### config.mk
export PLATFORM = sky130hd
export DESIGN_NAME = dofsb_status_bank
export DESIGN_NICKNAME = d
export VERILOG_FILES = /design/src/hw/dofsb_pkg.sv /design/src/hw/dofsb_oc_if.sv /design/src/hw/dofsb_oc_timer.sv /design/src/hw/dofsb_status_bank.sv
export VERILOG_INCLUDE_DIRS = /design/src /design/src/hw
export SDC_FILE = /design/constraint.sdc
export NUM_CORES = 1
export LEC_CHECK = 0
export BUFFER_PORTS_ARGS = -buffer_cell sky130_fd_sc_hd__buf_2
export CAP_MARGIN = 0
export CORE_ASPECT_RATIO = 1.5
export CORE_MARGIN = 2
export CORE_UTILIZATION = 50
export CTS_CLUSTER_SIZE = 25
export DETAILED_ROUTE_END_ITERATION = 8
export GPL_ROUTABILITY_DRIVEN = 0
export GPL_TIMING_DRIVEN = 0
export PLACE_DENSITY = 0.81
export SYNTH_ARGS = -nofsm -noshare
export SYNTH_HDL_FRONTEND = slang
export SYNTH_SLANG_ARGS = --single-unit
### constraint.sdc
create_clock -name i_clk_sys -period 1.9 [get_ports i_clk_sys]
set_input_delay 0.38 -clock i_clk_sys [delete_from_list [all_inputs] [get_ports i_clk_sys]]
set_output_delay 0.38 -clock i_clk_sys [all_outputs]
set_load 0.01 [all_outputs]
### src/hw/dofsb_cfg.svh
`ifndef DOFSB_CFG_SVH
`define DOFSB_CFG_SVH

// ****************************************************************
// Register map
// ****************************************************************
`define DOFSB_ADDR_FAULT   8'h00
`define DOFSB_ADDR_SUPPLY  8'h01

// ****************************************************************
// Field positions
// ****************************************************************
`define DOFSB_F0_DIS       0
`define DOFSB_F0_OC        2
`define DOFSB_F0_PBAD      4
`define DOFSB_F0_UV        6
`define DOFSB_F0_OT        7
`define DOFSB_F1_PUMP      0
`define DOFSB_F1_TONE      2
`define DOFSB_F1_TRIM      4
`define DOFSB_CTRL_EN1     3
`define DOFSB_CTRL_EN2     7

// ****************************************************************
// Reset values
// ****************************************************************
`define DOFSB_CTRL_RST     8'h00
`define DOFSB_BYTE_ZERO    8'h00

// ****************************************************************
// Timing: clock rate and overcurrent disable time
// ****************************************************************
`define DOFSB_CLK_MHZ      40
`define DOFSB_T_DIS_US     45000
`define DOFSB_OC_CYCLES    (`DOFSB_T_DIS_US * `DOFSB_CLK_MHZ)
`define DOFSB_OC_CNT_W     21

`endif

### src/hw/dofsb_pkg.sv
package dofsb_pkg;

  // Status and control bytes
  typedef logic [7:0] dofsb_byte_t;

  // One bit per regulated output
  typedef logic [1:0] dofsb_pair_t;

endpackage

### src/hw/dofsb_oc_if.sv
`timescale 1ns/1ps

// Carries one output's overcurrent sense to its timer and the trip back
interface dofsb_oc_if;
  logic over;
  logic trip;

  modport ctrl  (output over, input trip);
  modport timer (input over, output trip);
endinterface

### src/hw/dofsb_oc_timer.sv
`timescale 1ns/1ps
`include "dofsb_cfg.svh"

// ****************************************************************
// Overcurrent persistence timer for one output
// ****************************************************************
module dofsb_oc_timer #(
  parameter int unsigned P_OC_CYCLES = `DOFSB_OC_CYCLES
) (
  // Clock and reset
  input  wire logic i_clk_sys,
  input  wire logic i_sys_rst,
  // Sense and trip
  dofsb_oc_if.timer oc
);
  import dofsb_pkg::*;

  logic [`DOFSB_OC_CNT_W-1:0] cnt_q;
  logic [`DOFSB_OC_CNT_W-1:0] cnt_d;
  logic [`DOFSB_OC_CNT_W-1:0] lim;
  logic                       past_lim;

  assign lim      = `DOFSB_OC_CNT_W'(P_OC_CYCLES);
  assign past_lim = (cnt_q > lim);
  // Any break in the overload restarts the count; saturate once past
  assign cnt_d    = !oc.over ? '0 : (past_lim ? cnt_q : cnt_q + 1'b1);
  assign oc.trip  = oc.over && past_lim;

  // Count cycles of continuous overload
  always_ff @(posedge i_clk_sys)
  begin
    if (i_sys_rst)
      cnt_q <= '0;
    else
      cnt_q <= cnt_d;
  end

endmodule // dofsb_oc_timer

### src/hw/dofsb_status_bank.sv
// How it works
// - Faults stay set until read and cleared
// - Undervoltage from main or internal supply low
// - Disabled set by any fault or enable off
// - Disabled clears only when faultless and enabled
// - Power-bad, pump-good, tone flags follow live
// - First status byte layout at address zero
// - Second status byte layout at address one
// - Only latched faults pull interrupt low
// - Overcurrent flag after sustained overload time
// - Overtemperature sets flag, disables both outputs
// - Undervoltage disables both outputs
// - Pump voltage low disables that output
// - Power-bad hysteresis: nine percent set, five clear
// - Tone flag uses transmit or receive threshold
// - Interrupt released on read, unlatch on ack
// - Enable ignored until fault read cleared
// - Control register zero at power-up
`timescale 1ns/1ps
`include "dofsb_cfg.svh"

module dofsb_status_bank #(
  parameter int unsigned P_OC_CYCLES = `DOFSB_OC_CYCLES
) (
  // Clock and reset (reset is the power-up undervoltage)
  input  wire logic               i_clk_sys,
  input  wire logic               i_sys_rst,
  // Control register write, already decoded from the serial port
  input  wire logic               i_ctrl_wr,
  input  wire dofsb_pkg::dofsb_byte_t i_ctrl_data,
  // Status read: address phase acked by us, data byte acked by master
  input  wire logic               i_rd_start,
  input  wire dofsb_pkg::dofsb_byte_t i_rd_addr,
  input  wire logic               i_master_ack,
  output logic                    o_rd_data_vld,
  output dofsb_pkg::dofsb_byte_t  o_rd_data,
  // Analog sense comparators
  input  wire logic               i_main_supply_low,
  input  wire logic               i_internal_supply_low,
  input  wire logic               i_overtemp,
  input  wire dofsb_pkg::dofsb_pair_t i_overcurrent,
  input  wire dofsb_pkg::dofsb_pair_t i_pump_good,
  input  wire dofsb_pkg::dofsb_pair_t i_out_beyond9,
  input  wire dofsb_pkg::dofsb_pair_t i_out_within5,
  input  wire dofsb_pkg::dofsb_pair_t i_tone_transmit_bit,
  input  wire dofsb_pkg::dofsb_pair_t i_tone_xmt_seen,
  input  wire dofsb_pkg::dofsb_pair_t i_tone_rcv_seen,
  input  wire logic               i_trim_lock,
  // Outputs to the power stage and the host
  output dofsb_pkg::dofsb_pair_t  o_output_on,
  output dofsb_pkg::dofsb_byte_t  o_ctrl,
  output logic                    o_irq_n
);
  import dofsb_pkg::*;

  // ****************************************************************
  // State
  // ****************************************************************
  dofsb_byte_t ctrl_q;
  logic        uv_q;
  logic        ot_q;
  dofsb_pair_t oc_q;
  dofsb_pair_t dis_q;
  dofsb_pair_t pbad_q;
  dofsb_pair_t tone_q;
  dofsb_pair_t pump_q;
  logic        trim_q;
  logic        irq_q;
  logic        rd_vld_q;
  dofsb_byte_t rd_data_q;

  // ****************************************************************
  // Decode of sense conditions and clear events
  // ****************************************************************
  logic        uv_cond;
  logic        uv_set;
  logic        ot_set;
  dofsb_pair_t oc_trip;
  dofsb_pair_t oc_set;
  dofsb_pair_t enable;
  dofsb_pair_t fault;
  dofsb_pair_t tone_now;
  logic        unlatch;
  logic        irq_set;
  dofsb_byte_t stat0;
  dofsb_byte_t stat1;
  dofsb_byte_t rd_mux;

  assign uv_cond = i_main_supply_low || i_internal_supply_low;
  // New latch events: a condition seen while its bit is still clear
  assign uv_set  = uv_cond && !uv_q;
  assign ot_set  = i_overtemp && !ot_q;
  assign oc_set  = oc_trip & ~oc_q;
  // Unlatching waits for the master's ack of the status byte
  assign unlatch = i_master_ack;
  assign irq_set = uv_set || ot_set || (|oc_set);

  assign enable  = {ctrl_q[`DOFSB_CTRL_EN2], ctrl_q[`DOFSB_CTRL_EN1]};
  // Latched faults block enable until a read clears them
  assign fault   = {2{uv_q | ot_q}} | oc_q | ~i_pump_good;

  // Threshold chosen per output by its transmit bit
  assign tone_now = (i_tone_transmit_bit & i_tone_xmt_seen)
                  | (~i_tone_transmit_bit & i_tone_rcv_seen);

  // ****************************************************************
  // Overcurrent timers, one per output
  // ****************************************************************
  genvar g;
  generate
    for (g = 0; g < 2; g++)
    begin : g_oc
      dofsb_oc_if oc_bus ();
      assign oc_bus.over = i_overcurrent[g];
      assign oc_trip[g]  = oc_bus.trip;
      dofsb_oc_timer #(
        .P_OC_CYCLES (P_OC_CYCLES)
      ) u_timer (
        .i_clk_sys (i_clk_sys),
        .i_sys_rst (i_sys_rst),
        .oc        (oc_bus)
      );
    end
  endgenerate

  // ****************************************************************
  // Status byte assembly
  // ****************************************************************
  assign stat0 = {ot_q, uv_q, pbad_q, oc_q, dis_q};
  assign stat1 = {3'h0, trim_q, tone_q, pump_q};
  assign rd_mux = (i_rd_addr == `DOFSB_ADDR_FAULT)  ? stat0 :
                  (i_rd_addr == `DOFSB_ADDR_SUPPLY) ? stat1 : `DOFSB_BYTE_ZERO;

  // Control register; power-up clears every enable
  always_ff @(posedge i_clk_sys)
  begin
    if (i_sys_rst)
      ctrl_q <= `DOFSB_CTRL_RST;
    else if (i_ctrl_wr)
      ctrl_q <= i_ctrl_data;
  end

  // Latched faults: a read ack clears only a condition that has gone,
  // and a condition still present wins over the clear
  always_ff @(posedge i_clk_sys)
  begin
    if (i_sys_rst)
    begin
      uv_q <= 1'b1; // Power-up itself is reported as undervoltage
      ot_q <= 1'b0;
      oc_q <= 2'h0;
    end
    else
    begin
      uv_q <= uv_cond || (uv_q && !unlatch);
      ot_q <= i_overtemp || (ot_q && !unlatch);
      oc_q <= oc_trip | (oc_q & {2{!unlatch}});
    end
  end

  // Disabled flags: set by fault or enable off, cleared otherwise
  always_ff @(posedge i_clk_sys)
  begin
    if (i_sys_rst)
      dis_q <= 2'h3;
    else
      dis_q <= fault | ~enable | (dis_q & (fault | ~enable));
  end

  // Live flags; power-bad holds between the two thresholds
  always_ff @(posedge i_clk_sys)
  begin
    if (i_sys_rst)
    begin
      pbad_q <= 2'h0;
      pump_q <= 2'h0;
      tone_q <= 2'h0;
    end
    else
    begin
      pbad_q <= ~dis_q & (i_out_beyond9 | (pbad_q & ~i_out_within5));
      pump_q <= i_pump_good;
      tone_q <= tone_now;
    end
  end

  // Trim lock is set-only; nothing but power-up clears it
  always_ff @(posedge i_clk_sys)
  begin
    if (i_sys_rst)
      trim_q <= 1'b0;
    else if (i_trim_lock)
      trim_q <= 1'b1;
  end

  // Interrupt: set by a new latch, released when a read starts
  always_ff @(posedge i_clk_sys)
  begin
    if (i_sys_rst)
      irq_q <= 1'b1; // Pending after power-up to report undervoltage
    else
      irq_q <= irq_set || (irq_q && !i_rd_start);
  end

  // Read data captured at the read start so the byte stays stable
  always_ff @(posedge i_clk_sys)
  begin
    if (i_sys_rst)
    begin
      rd_vld_q  <= 1'b0;
      rd_data_q <= `DOFSB_BYTE_ZERO;
    end
    else
    begin
      rd_vld_q <= i_rd_start;
      if (i_rd_start)
        rd_data_q <= rd_mux;
    end
  end

  // ****************************************************************
  // Outputs
  // ****************************************************************
  assign o_output_on   = ~dis_q;
  assign o_ctrl        = ctrl_q;
  assign o_irq_n       = ~irq_q;
  assign o_rd_data     = rd_data_q;
  assign o_rd_data_vld = rd_vld_q;

endmodule // dofsb_status_bank

==> flow_summary.ini <==
[status]
status = complete, but fails checks
violations = negative setup slack

[synth]
synth_edf_count = 0
yosysMostFrequentCell = dfxtp_1
synthesis.instances = 390
syn_area_um2 = 3380
synth.top_cell.area_share = 0.432
synthDistinctLibCells = 57
syn-num-nets = 433
syn_area_per_cell_um2 = 8.67
ys_ff_latch = 73
seq_area_frac_synth = 0.432
yosysWarnings = 0
synth.largest_area_cell = dfxtp_1
async_reset_ff_frac = 0
synth.top_cells.by_area = dfxtp_1, nor2_1, mux2i_1
synth_common_cells = dfxtp_1, nor2_1, nand2_1
synth_ff_type = dfxtp_1

[place]
dp_cells = 522
post-dp-hpwl_mm = 5.93
io_buffer_count = 56
postPlaceCellArea_um2 = 3760

[worst_setup_path]
cp_top_family = simple AND/OR/NAND/NOR gates
cp_max_fo = 5
required_ns = 2.13
end_kind = register
r2r_slack_ns = -0.02
slowest_delay_ns = 0.50
crit_chain = buf_6, or4b_1, nor4_2, a311o_1, buf_4, xnor2_1, nor2_1
cp_slowest_cell = or4b_1
crit_buf_inv = 2
start_kind = register
criticalPathCategory = reg2reg
critPathArrivalTime_ns = 2.15

[pwr]
p_leak_nw = 1.61
ir_drop_mv = 0.386
power_density_nw_per_um2 = 685

[floorplanning]
die_area_um2 = 7450
rows = 36
fp.dieW_um = 71.2
die_y_um = 105
coreArea_um2 = 6530
io_pins = 59
start_util = 0.518

[global_route]
antenna_found_initial = 0
grt_pass1_wl_mm = 13.2
grt_pass1_vias = 3131
overflow = 0
grt_max_degree = 13
grtUsageTotal = 0.219

[timing]
hold_viol_final = 0
finalCritPeriodShare = 1.01
whs_ns = 0.231
rsz0062_at_grt = true
fin_skew_ns = 0.0121
setup_viol = 1
period_minus_slack_ns = 1.92
fin_ws_ns = -0.0164
maxSlewHeadroom = 0.575
max_slew.worst_pin.slew_ns = 0.635
report.final.slew_viol_count = 0
clock.fmax_mhz = 522

[detailed_routing]
dr.pass1.iters = 4
vias_per_cell = 6.06
wl_mm = 8.47
wl_per_cell_um = 15.5
vias = 3301
drt_iter0_markers = 241
antenna_left = 0
drc = 0

[layout]
final_area_um2 = 4150
areaGrowthSynthToFinish_pct = 22.7
final_layout_size_suffix_gt1_frac = 0.271
n_antenna_cell = 0
nFillCells = 549
final_cells = 545
fin_util = 0.635
nNetsFinal = 508

[clock_network]
clkLatencyLatePin_ns = 0.35
clkSlewWorstSetupHoldPaths_ns = 0.08
cts_buffers = 9
clock_path_buffers = 2
cts_tree = done
cts-root-buf = clkbuf_8
h-tree-depth = 3
clock-sinks = 73

[flow_run]
drv_cap = 0

[hold_path]
hp-class = in2reg
==> cells in the final DEF (no fill, tap or decap), drive strengths merged, types with 2 or more instances in the layout <==
master	synthesis	final
dfxtp	73	73
buf	7	69
nor2	42	42
nand2	35	35
a21oi	29	29
o21ai	19	19
clkbuf	7	19
nand3	17	17
inv	15	15
mux2i	15	15
or3	13	13
or4	11	11
nand4	9	9
a22oi	8	8
nor3	7	7
o31ai	6	6
nand2b	6	6
nor4	6	6
and3	5	5
o21a	5	5
a31oi	4	4
nor2b	4	4
o211ai	4	4
ha	4	4
mux2	3	3
a41o	3	3
xnor2	3	3
nor4b	3	3
and4	3	3
clkinv	1	3
a211o	2	2
o2111ai	2	2
nand4b	2	2
clkinvlp	0	2
a2111oi	2	2
a31o	2	2
==> through the flow <==
| stage | power [W] | setup TNS [ns] | setup WS (ns) |
|---|---|---|---|
| CTS | 0.00287 | -0.0238 | -0.0238 |
| floorplan | 0.00170 | 0 | 0.144 |
| detailed placement | 0.00178 | -1.09 | -0.236 |
| global route | 0.00295 | -0.216 | -0.0766 |
| finish | 0.00284 | -0.0164 | -0.0164 |
| global placement | 0.00177 | -0.795 | -0.211 |
==> state kept, by name (all words and copies together) (netlist names) <==
signal	cells
irq_q	1
pump_q	2
o_rd_data	8
uv_q	1
g_oc.u_timer.cnt_q	42
o_rd_data_vld	1
oc_q	2
ot_q	1
trim_q	1
o_ctrl	8
dis_q	2
tone_q	2
pbad_q	2
==> where the power goes <==
part	switching (W)	total, W	internal, W
clock	0.000563	0.00110	0.000537
sequential	0.0000165	0.00157	0.00155
combinational	0.0000951	0.000170	0.0000752
total	0.000675	0.00284	0.00217
==> per-layer routing <==
| layer | up-vias | GRT usage | wire [um] |
|---|---|---|---|
| li1 | 1593 | - | - |
| met1 | 1577 | 0.225 | 3220 |
| met2 | 103 | 0.400 | 4630 |
| met3 | 28 | 0.0415 | 326 |
| met4 | 0 | 0.123 | 291 |
| met5 | - | 0 | 0 |
==> worst paths after layout <==
kind         cells after the start                       end                     start
max                              7  g_oc[0].u_timer.cnt_q[0]  g_oc[0].u_timer.cnt_q[7]
min                              2                      uv_q         i_main_supply_low
min reg2reg                      1                 pbad_q[0]                  dis_q[0]
max reg2reg                      7  g_oc[0].u_timer.cnt_q[0]  g_oc[0].u_timer.cnt_q[7]
==> area by class of cell <==
class | instances | area (um2) | share of cell area
Buffer | 14 | 78.8 | 0.0190
Clock buffer | 11 | 151 | 0.0365
Clock inverter | 4 | 28.8 | 0.00693
Inverter | 16 | 60.1 | 0.0145
Multi-Input combinational cell | 287 | 1910 | 0.461
Sequential cell | 73 | 1480 | 0.357
Tap cell | 76 | 95.1 | 0.0229
Timing Repair Buffer | 64 | 342 | 0.0823
==> timing repair <==
action	CTS	global route
pin swaps	1	6
setup endpoints to repair	18	38
buffers inserted	0	5
gates resized for setup	5	43
cloned	0	3
hold buffers	0	0
==> kinds of logic after synthesis <==
kind of cell    Yosys count  share of synthesized area
simple gates            166                      0.267
buf+inv                  30                     0.0351
compound gates           95                      0.186
flops                    73                      0.432
xor+xnor                  4                     0.0104
fa+ha+maj                 4                     0.0148
mux                      18                     0.0544
Power figures use the tool's default switching activity.
